**src/dmi_defs.svh**
```systemverilog
// constants of the data-move executor: bus map, field codes, reset values
// assumes inclusion by bare name from the package and the executor module
`ifndef DMI_DEFS_SVH
`define DMI_DEFS_SVH

// pointer mode field codes
`define DMI_MM_PREINC 2'h0
`define DMI_MM_PREDEC 2'h1
`define DMI_MM_POSTINC 2'h2
`define DMI_MM_POSTDEC 2'h3

// file addresses of the two indirect windows
`define DMI_WIN0_ADDR 7'h00
`define DMI_WIN1_ADDR 7'h01

// register bus: bit 15 selects core registers, index in bits 2:0
`define DMI_CORE_SEL_BIT 15
`define DMI_IDX_W 3'h0
`define DMI_IDX_PTR0_LO 3'h1
`define DMI_IDX_PTR0_HI 3'h2
`define DMI_IDX_PTR1_LO 3'h3
`define DMI_IDX_PTR1_HI 3'h4
`define DMI_IDX_BANK 3'h5
`define DMI_IDX_PCH 3'h6
`define DMI_IDX_STATUS 3'h7

// reset values
`define DMI_W_RST 8'h00
`define DMI_PTR_RST 16'h0000
`define DMI_BANK_RST 5'h00
`define DMI_PCH_RST 7'h00

// clocks per instruction cycle
`define DMI_INSTR_CLKS 2

`endif

```
**src/dmi_pkg.sv**
```systemverilog
// types shared by the data-move executor and its users
// assumes dmi_defs.svh sits in the include path
package dmi_pkg;
    `include "dmi_defs.svh"

    typedef enum logic [2:0] {
        OP_NONE,
        OP_IND_TO_W,
        OP_W_TO_IND,
        OP_BANK_LIT,
        OP_PCH_LIT,
        OP_W_LIT,
        OP_W_TO_FILE
    } dmi_op_e;

    typedef logic [1:0] dmi_mode_t;

    typedef struct packed {
        dmi_op_e op;
        logic ptr_sel;
        logic relative;
        dmi_mode_t mode;
        logic [5:0] offset;
        logic [7:0] literal;
        logic [6:0] faddr;
    } dmi_instr_s;

    typedef enum logic {
        ST_ISSUE,
        ST_FINISH
    } dmi_state_e;
endpackage : dmi_pkg

```
**src/dmi_mem.sv**
```systemverilog
// dual-port byte memory behind the executor, read data registered
// assumes one clock; on a same-address double write port a wins
module dmi_mem #(
    parameter int AW = 8,
    parameter int DW = 8
) (
    // clock and reset
    input wire logic i_clk,
    input wire logic i_resetn,
    // core port
    input wire logic [AW-1:0] i_a_addr,
    input wire logic i_a_we,
    input wire logic [DW-1:0] i_a_wdata,
    output logic [DW-1:0] o_a_rdata,
    // bus port
    input wire logic [AW-1:0] i_b_addr,
    input wire logic i_b_we,
    input wire logic [DW-1:0] i_b_wdata,
    output logic [DW-1:0] o_b_rdata
);
    logic [DW-1:0] cells [0:(1<<AW)-1];

    initial begin
        if (AW < 1 || AW > 14 || DW < 1) begin
            $error("dmi_mem: unsupported size");
        end
    end

    // cells hold no reset; only the read registers are cleared
    always_ff @(posedge i_clk) begin
        if (i_b_we) begin
            cells[i_b_addr] <= i_b_wdata;
        end
        if (i_a_we) begin
            cells[i_a_addr] <= i_a_wdata;
        end
    end

    always_ff @(posedge i_clk or negedge i_resetn) begin
        if (!i_resetn) begin
            o_a_rdata <= '0;
            o_b_rdata <= '0;
        end else begin
            o_a_rdata <= cells[i_a_addr];
            o_b_rdata <= cells[i_b_addr];
        end
    end
endmodule : dmi_mem

```
**src/dmi_exec.sv**
```systemverilog
// executor for the indirect and literal data-move instruction group
// assumes a sequencer on i_clk that offers one decoded instruction at a time
// and a software port on the same clock that never overlaps its strobes
`include "dmi_defs.svh"

// Contract
// RQ1: indirect read copies pointed byte into working
// RQ2: window access redirected through pointer, no cell
// RQ3: mode codes: 00 pre+,01 pre-,10 post+,11 post-
// RQ4: pre-increment uses and keeps pointer plus one
// RQ5: pre-decrement uses and keeps pointer minus one
// RQ6: post-increment uses pointer, then adds one
// RQ7: post-decrement uses pointer, then subtracts one
// RQ8: relative offset -32..31, pointer unchanged
// RQ9: pointer steps wrap modulo sixteen bits
// RQ10: indirect write stores working, same modes
// RQ11: bank literal load, five bits, flags kept
// RQ12: pc high literal load, seven bits, flags kept
// RQ13: working literal load, eight bits, flags kept
// RQ14: working to file register, flags kept
// RQ15: pointer steps never touch status
// RQ16: one word, one instruction cycle each
module dmi_exec #(
    parameter int MEM_AW = 8
) (
    // clock and reset
    input wire logic i_clk,
    input wire logic i_resetn,
    // instruction handshake
    input wire logic i_valid,
    input wire dmi_pkg::dmi_instr_s i_instr,
    output logic o_ready,
    output logic o_done,
    // software register port
    input wire logic [15:0] i_bus_addr,
    input wire logic [7:0] i_bus_wdata,
    input wire logic i_bus_wr,
    input wire logic i_bus_rd,
    output logic [7:0] o_bus_rdata,
    // architectural state
    output logic [7:0] o_w,
    output logic [15:0] o_ptr0,
    output logic [15:0] o_ptr1,
    output logic [4:0] o_bsr,
    output logic [6:0] o_pc_high_latch,
    output logic o_zero
);
    import dmi_pkg::*;

    initial begin
        if (MEM_AW < 1 || MEM_AW > 14) begin
            $error("dmi_exec: MEM_AW must be 1..14");
        end
    end

    // pre modes step before the access, post modes after it
    function automatic logic [15:0] step_ptr(input logic [15:0] p,
                                             input dmi_mode_t mm);
        step_ptr = mm[0] ? p - 16'h0001 : p + 16'h0001; // [RQ3] [RQ9]
    endfunction : step_ptr

    function automatic logic [15:0] eff_addr(input logic [15:0] p,
                                             input dmi_instr_s ins);
        logic [15:0] off;
        off = {{10{ins.offset[5]}}, ins.offset};
        if (ins.relative) begin
            eff_addr = p + off; // [RQ8]
        end else if (ins.mode[1]) begin
            eff_addr = p; // [RQ6] [RQ7]
        end else begin
            eff_addr = step_ptr(p, ins.mode); // [RQ4] [RQ5]
        end
    endfunction : eff_addr

    dmi_state_e state;
    dmi_state_e next_state;
    logic rd_pend;
    logic bus_core_q;
    logic [7:0] bus_reg_q;
    logic bus_hit_q;

    // decode of the offered instruction
    wire logic accept = i_valid && o_ready;
    wire logic op_rd = i_instr.op == OP_IND_TO_W;
    wire logic op_wr = i_instr.op == OP_W_TO_IND;
    wire logic op_file = i_instr.op == OP_W_TO_FILE;
    wire logic is_ind = op_rd || op_wr;
    wire logic acc_ind = accept && is_ind;
    wire logic acc_bank = accept && i_instr.op == OP_BANK_LIT;
    wire logic acc_pch = accept && i_instr.op == OP_PCH_LIT;
    wire logic acc_wlit = accept && i_instr.op == OP_W_LIT;

    // pointer arithmetic
    wire logic [15:0] sel_ptr = i_instr.ptr_sel ? o_ptr1 : o_ptr0;
    wire logic [15:0] ind_addr = eff_addr(sel_ptr, i_instr);
    wire logic [15:0] new_ptr = i_instr.relative ? sel_ptr :
                                step_ptr(sel_ptr, i_instr.mode);

    // a direct access to a window is a pointer access with no step
    wire logic win0 = i_instr.faddr == `DMI_WIN0_ADDR;
    wire logic win1 = i_instr.faddr == `DMI_WIN1_ADDR;
    wire logic [15:0] file_addr = win1 ? o_ptr1 :
                                  win0 ? o_ptr0 :
                                  {4'h0, o_bsr, i_instr.faddr}; // [RQ2]
    wire logic [15:0] core_addr16 = is_ind ? ind_addr : file_addr; // [RQ2]
    wire logic [MEM_AW-1:0] core_addr = core_addr16[MEM_AW-1:0];
    wire logic core_we = accept && (op_wr || op_file); // [RQ10] [RQ14]
    wire logic [7:0] core_rd;

    // software port decode
    wire logic bus_core = i_bus_addr[`DMI_CORE_SEL_BIT] &&
                          i_bus_addr[14:3] == 12'h000;
    wire logic bus_mem = !i_bus_addr[`DMI_CORE_SEL_BIT] &&
                         i_bus_addr[14:MEM_AW] == '0;
    wire logic [2:0] bus_idx = i_bus_addr[2:0];
    wire logic bus_cw = i_bus_wr && bus_core;
    wire logic [7:0] bus_mem_rd;
    wire logic [7:0] status_byte = {6'h00, o_ready, o_zero};
    logic [7:0] core_view;

    always_comb begin
        core_view = 8'h00;
        unique case (bus_idx)
            `DMI_IDX_W: core_view = o_w;
            `DMI_IDX_PTR0_LO: core_view = o_ptr0[7:0];
            `DMI_IDX_PTR0_HI: core_view = o_ptr0[15:8];
            `DMI_IDX_PTR1_LO: core_view = o_ptr1[7:0];
            `DMI_IDX_PTR1_HI: core_view = o_ptr1[15:8];
            `DMI_IDX_BANK: core_view = {3'h0, o_bsr};
            `DMI_IDX_PCH: core_view = {1'h0, o_pc_high_latch};
            `DMI_IDX_STATUS: core_view = status_byte;
        endcase
    end

    dmi_mem #(
        .AW(MEM_AW),
        .DW(8)
    ) u_mem (
        .i_clk(i_clk),
        .i_resetn(i_resetn),
        .i_a_addr(core_addr),
        .i_a_we(core_we),
        .i_a_wdata(o_w), // [RQ10] [RQ14]
        .o_a_rdata(core_rd),
        .i_b_addr(i_bus_addr[MEM_AW-1:0]),
        .i_b_we(i_bus_wr && bus_mem),
        .i_b_wdata(i_bus_wdata),
        .o_b_rdata(bus_mem_rd)
    );

    // every instruction takes the same fixed two-clock cycle so that
    // the sequencer never has to know which kind it issued
    always_comb begin
        next_state = state;
        unique case (state)
            ST_ISSUE: if (accept) next_state = ST_FINISH; // [RQ16]
            ST_FINISH: next_state = ST_ISSUE;
        endcase
    end

    always_ff @(posedge i_clk or negedge i_resetn) begin
        if (!i_resetn) begin
            state <= ST_ISSUE;
            o_ready <= 1'b1;
            o_done <= 1'b0;
            rd_pend <= 1'b0;
        end else begin
            state <= next_state;
            o_ready <= next_state == ST_ISSUE;
            o_done <= state == ST_FINISH; // [RQ16]
            rd_pend <= accept && op_rd;
        end
    end

    // working register: memory byte lands one clock after the access
    always_ff @(posedge i_clk or negedge i_resetn) begin
        if (!i_resetn) begin
            o_w <= `DMI_W_RST;
        end else if (rd_pend) begin
            o_w <= core_rd; // [RQ1]
        end else if (acc_wlit) begin
            o_w <= i_instr.literal; // [RQ13]
        end else if (bus_cw && bus_idx == `DMI_IDX_W) begin
            o_w <= i_bus_wdata;
        end
    end

    // only the indirect read moves the zero flag
    always_ff @(posedge i_clk or negedge i_resetn) begin
        if (!i_resetn) begin
            o_zero <= 1'b0;
        end else if (rd_pend) begin
            o_zero <= core_rd == 8'h00; // [RQ15]
        end
    end

    // an instruction step wins over a software write in the same clock
    always_ff @(posedge i_clk or negedge i_resetn) begin
        if (!i_resetn) begin
            o_ptr0 <= `DMI_PTR_RST;
        end else if (acc_ind && !i_instr.ptr_sel) begin
            o_ptr0 <= new_ptr; // [RQ4] [RQ5] [RQ6] [RQ7] [RQ8] [RQ9]
        end else if (bus_cw && bus_idx == `DMI_IDX_PTR0_LO) begin
            o_ptr0[7:0] <= i_bus_wdata;
        end else if (bus_cw && bus_idx == `DMI_IDX_PTR0_HI) begin
            o_ptr0[15:8] <= i_bus_wdata;
        end
    end

    always_ff @(posedge i_clk or negedge i_resetn) begin
        if (!i_resetn) begin
            o_ptr1 <= `DMI_PTR_RST;
        end else if (acc_ind && i_instr.ptr_sel) begin
            o_ptr1 <= new_ptr; // [RQ4] [RQ5] [RQ6] [RQ7] [RQ8] [RQ9]
        end else if (bus_cw && bus_idx == `DMI_IDX_PTR1_LO) begin
            o_ptr1[7:0] <= i_bus_wdata;
        end else if (bus_cw && bus_idx == `DMI_IDX_PTR1_HI) begin
            o_ptr1[15:8] <= i_bus_wdata;
        end
    end

    // upper literal bits are ignored for the narrow loads
    always_ff @(posedge i_clk or negedge i_resetn) begin
        if (!i_resetn) begin
            o_bsr <= `DMI_BANK_RST;
        end else if (acc_bank) begin
            o_bsr <= i_instr.literal[4:0]; // [RQ11]
        end else if (bus_cw && bus_idx == `DMI_IDX_BANK) begin
            o_bsr <= i_bus_wdata[4:0];
        end
    end

    always_ff @(posedge i_clk or negedge i_resetn) begin
        if (!i_resetn) begin
            o_pc_high_latch <= `DMI_PCH_RST;
        end else if (acc_pch) begin
            o_pc_high_latch <= i_instr.literal[6:0]; // [RQ12]
        end else if (bus_cw && bus_idx == `DMI_IDX_PCH) begin
            o_pc_high_latch <= i_bus_wdata[6:0];
        end
    end

    // read data: core view captured here, memory byte from its own register
    always_ff @(posedge i_clk or negedge i_resetn) begin
        if (!i_resetn) begin
            bus_core_q <= 1'b0;
            bus_hit_q <= 1'b0;
            bus_reg_q <= 8'h00;
        end else begin
            bus_core_q <= bus_core;
            bus_hit_q <= i_bus_rd && (bus_core || bus_mem);
            bus_reg_q <= core_view;
        end
    end

    // unmapped or idle reads answer zero
    assign o_bus_rdata = !bus_hit_q ? 8'h00 :
                         bus_core_q ? bus_reg_q : bus_mem_rd;

    wire logic chk_p0 = acc_ind && !i_instr.ptr_sel && !i_instr.relative;
endmodule : dmi_exec

```
**config.mk**
```make
export PLATFORM = sky130hd
export DESIGN_NAME = dmi_exec
export DESIGN_NICKNAME = d
export VERILOG_FILES = /design/src/dmi_pkg.sv /design/src/dmi_mem.sv /design/src/dmi_exec.sv
export VERILOG_INCLUDE_DIRS = /design/src
export SDC_FILE = /design/constraint.sdc
export NUM_CORES = 2
export LEC_CHECK = 0
export BUFFER_PORTS_ARGS = -buffer_cell sky130_fd_sc_hd__buf_2
export CAP_MARGIN = 20
export CORE_MARGIN = 5
export CORE_UTILIZATION = 40
export CTS_CLUSTER_DIAMETER = 30
export CTS_CLUSTER_SIZE = 10
export DETAILED_ROUTE_END_ITERATION = 6
export HOLD_SLACK_MARGIN = 0.12
export PLACE_DENSITY = 0.62
export SETUP_SLACK_MARGIN = 0.5
export SKIP_LAST_GASP = 1
export SLEW_MARGIN = 20
export SYNTH_ARGS = -nofsm -noshare
export SYNTH_HDL_FRONTEND = slang
export SYNTH_HIERARCHICAL = 1
export SYNTH_SLANG_ARGS = --single-unit
```
**constraint.sdc**
```tcl
create_clock -name i_clk -period 6.7 [get_ports i_clk]
set_clock_uncertainty 0.2 [all_clocks]
set_input_delay 1.005 -clock i_clk [delete_from_list [all_inputs] [get_ports i_clk]]
set_output_delay 1.005 -clock i_clk [all_outputs]
set_load 0.02 [all_outputs]
```
==> results.cfg <==
[synthesis]
avgSynthCellArea_um2 = 15.45
synth_flop_cell = edfxtp_1
synth-seq-cells = 2131
syn-num-nets = 8291
async_reset_ff_share_pct = 3.895
postSynthCellCount = 8211
seq_area_frac_synth_pct = 50.11
ys_types = 73
synth_edf_count = 2048
synth_area_um2 = 126900
ys_warn_count = 6

[placed_design]
portBuffers = 119
dp_cells = 11981
dpl.hpwl_um = 298100
place_congestion = 0.9758

[route]
dr.first_iter.drc_count = 12863
num_vias = 87899
first_pass_iters = 7
post-route-drc-count = 2
wirelength_um = 472800
avgRoutedWirePerCell_um = 36.69
ant_nets = 0
drt-vias-per-instance = 6.821

[finish]
layout-drive-gt1-share_pct = 54.10
final_cells = 12886
syn2layout_area_growth_pct = 18.36
nets = 8379

[floorplan]
die_width_um = 573.2
fp.dieArea_um2 = 328500
pin_count = 120
start_util_pct = 40.21
core_area_um2 = 315500
die_h_um = 573.2
num_rows = 206

[critical_path]
worst-path-max-fanout = 9
critPathKind = register to register
crit_path_start_kind = register
crit_arrival_ns = 6.05
endpoint_kind = register
crit_required_ns = 7.02

[sta]
slew_violations = 0
worst_pin_slew_ns = 1.280
finalSetupTns_ns = 0
setup_violations = 0
fmax_mhz = 174.3
rsz0062_at_grt = no
slew_headroom_pct = 14.69
period_minus_slack_ns = 5.736
holdWs_ns = 0.1726
hold_violations = 0
fin_crit_sh_pct = 85.61

[cts]
clock_latency_ns = 0.95
clock_sinks = 2131
clk_pin_slew_worst_paths_ns = 0.05
clock-root-buffer = clkbuf_16
cts_resized = 0
cts_tree = yes
htreeDepth = 5
numCtsBuffers = 472
clock_path_buffers = 4

[run_status]
outcome = complete, but fails checks
violations = design-rule violations

[power_and_ir_drop]
cellLeakagePower_nw = 48.25
ir_drop_v = 0.0002565
power.density_nw_per_um2 = 317.7

[hold_path]
hp-class = register to register

[grt]
grt_pass1_vias = 86974
grt_pass1_wl_um = 665700
grt_start_max_net_pins = 156
overflow = 0
antenna_found_initial = 20
grt_use_total_pct = 27.75

[run]
maxCapViolations = 0
## sequential cells by signal, summed over array words and instances (netlist names), 5 cells and up
register,flops
bus_reg_q,8
o_bsr,5
o_pc_high_latch,7
o_ptr0,16
o_ptr1,16
o_w,8
u_mem/cells,2048
u_mem/o_a_rdata,8
u_mem/o_b_rdata,8
## routing by layer
metal / routed length [um] / GRT usage (%)
met5: 55 / 0
met3: 59820 / 8.425
met1: 173900 / 36.32
met4: 26340 / 13.24
met2: 212800 / 42.26
## per-stage QoR
| stage | setup WS (ns) | util [%] | area, um^2 | power [mW] |
|---|---|---|---|---|
| 2_1_floorplan | 0.9157 | - | 126900 | 20.10 |
| 3_3_place_gp | -0.1192 | 42.25 | 133300 | 23.37 |
| 3_5_place_dp | 0.2706 | 42.27 | 133300 | 23.47 |
| 4_1_cts | 1.096 | 47.57 | 150100 | 47.61 |
| 5_1_grt | 0.7309 | 47.59 | 150100 | 48.81 |
| 6_report | 0.9644 | 47.60 | 150200 | 47.70 |
## power breakdown
group	internal (mW)	leakage [nW]	switching [mW]
combinational	2.84	20.9	5.38
clock	16.2	7.97	8.00
sequential	14.8	19.4	0.481
total	33.8	48.2	13.9
## cell usage in the layout, fill, tap and decap left out, drive strengths merged, types with 3 or more instances in the layout
cell type  count
mux2        2070
edfxtp      2048
mux4        1027
buf          590
clkbuf       539
a22oi        513
a21oi        311
nor2         248
nand2        218
clkinv       170
o22ai        169
o21ai        153
dfrtp         82
bufinv        78
mux2i         71
o41ai         65
inv           57
clkinvlp      56
nor2b         36
ha            21
diode         20
nand4         19
nand3         16
nor3          15
a211oi        12
xnor2         11
and2          11
nand2b         9
or2            8
o211ai         7
nor3b          7
xor2           6
and3           6
a31oi          5
nor4           5
o21a           4
a21o           4
nand4b         4
a221oi         3
## worst max-delay path, cell delays in order (launching register included)
cell	delay, ns
dfrtp_1	0.44
mux2i_1	0.25
inv_1	0.12
ha_1	0.35
a21oi_1	0.21
o211ai_1	0.16
a21boi_0	0.35
xor2_1	0.19
o21ai_0	0.19
nand2_1	0.09
a31oi_2	0.57
buf_4	0.28
nand2b_1	0.15
nor2_1	0.87
nand2_2	0.35
o21ai_1	0.52
## synth_stat cells, types with 65 or more instances
| cell type | n | area (um^2) |
|---|---|---|
| o22ai_1 | 169 | 1057 |
| o21ai_0 | 142 | 710.7 |
| edfxtp_1 | 2048 | 61500 |
| clkbuf_1 | 747 | 2804 |
| buf_2 | 103 | 515.5 |
| buf_1 | 65 | 244.0 |
| mux4_2 | 1027 | 23130 |
| nand2_1 | 167 | 626.9 |
| a21oi_1 | 311 | 1556 |
| mux2_2 | 2042 | 22990 |
| nor2_1 | 114 | 427.9 |
| dfrtp_1 | 82 | 2052 |
| mux2i_1 | 71 | 710.7 |
| a22oi_1 | 513 | 3851 |
| nor2_2 | 120 | 750.7 |
## cells by family after synthesis
group / after synthesis / share of synthesized area [%]
AOI/OAI and AO/OA: 1263 / 6.478
buffers and inverters: 997 / 3.318
and+or+nand+nor: 612 / 2.568
DFF: 2131 / 50.11
adders and majority gates: 23 / 0.2387
muxes: 3168 / 37.17
xor gates and xnor gates: 17 / 0.1174
## what timing repair did
action,CTS,global route
endpoints found under the setup margin,0,0
hold buffers,2,0
endpoints found under the hold margin,31,0
setup buffers,0,0
## final cells by class
type	count	area, um^2
Clock buffer	537	12280
Inverter	17	63.81
Multi-Input combinational cell	5083	59430
Tap cell	4160	5205
Fill cell	26705	165300
Clock inverter	344	4417
Timing Repair Buffer	594	5107
Sequential cell	2131	63610
Antenna cell	20	50.05
## final timing paths
| check | startpoint | end | slack (ns) | cells past startpoint |
|---|---|---|---|---|
| worst max-delay path | o_ptr0[2] | u_mem/cells[130][7] | 0.96 | 15 |
| worst min-delay path | state | o_done | 0.17 | 0 |
| worst max register to register | o_ptr0[2] | u_mem/cells[130][7] | 0.96 | 15 |
| worst min register to register | state | o_done | 0.17 | 0 |
| max in group asynchronous | i_resetn | o_w[0] | 4.76 | 3 |
| min in group asynchronous | i_resetn | bus_reg_q[2] | 0.36 | 2 |
No activity file was read; power rests on OpenSTA's default activity.
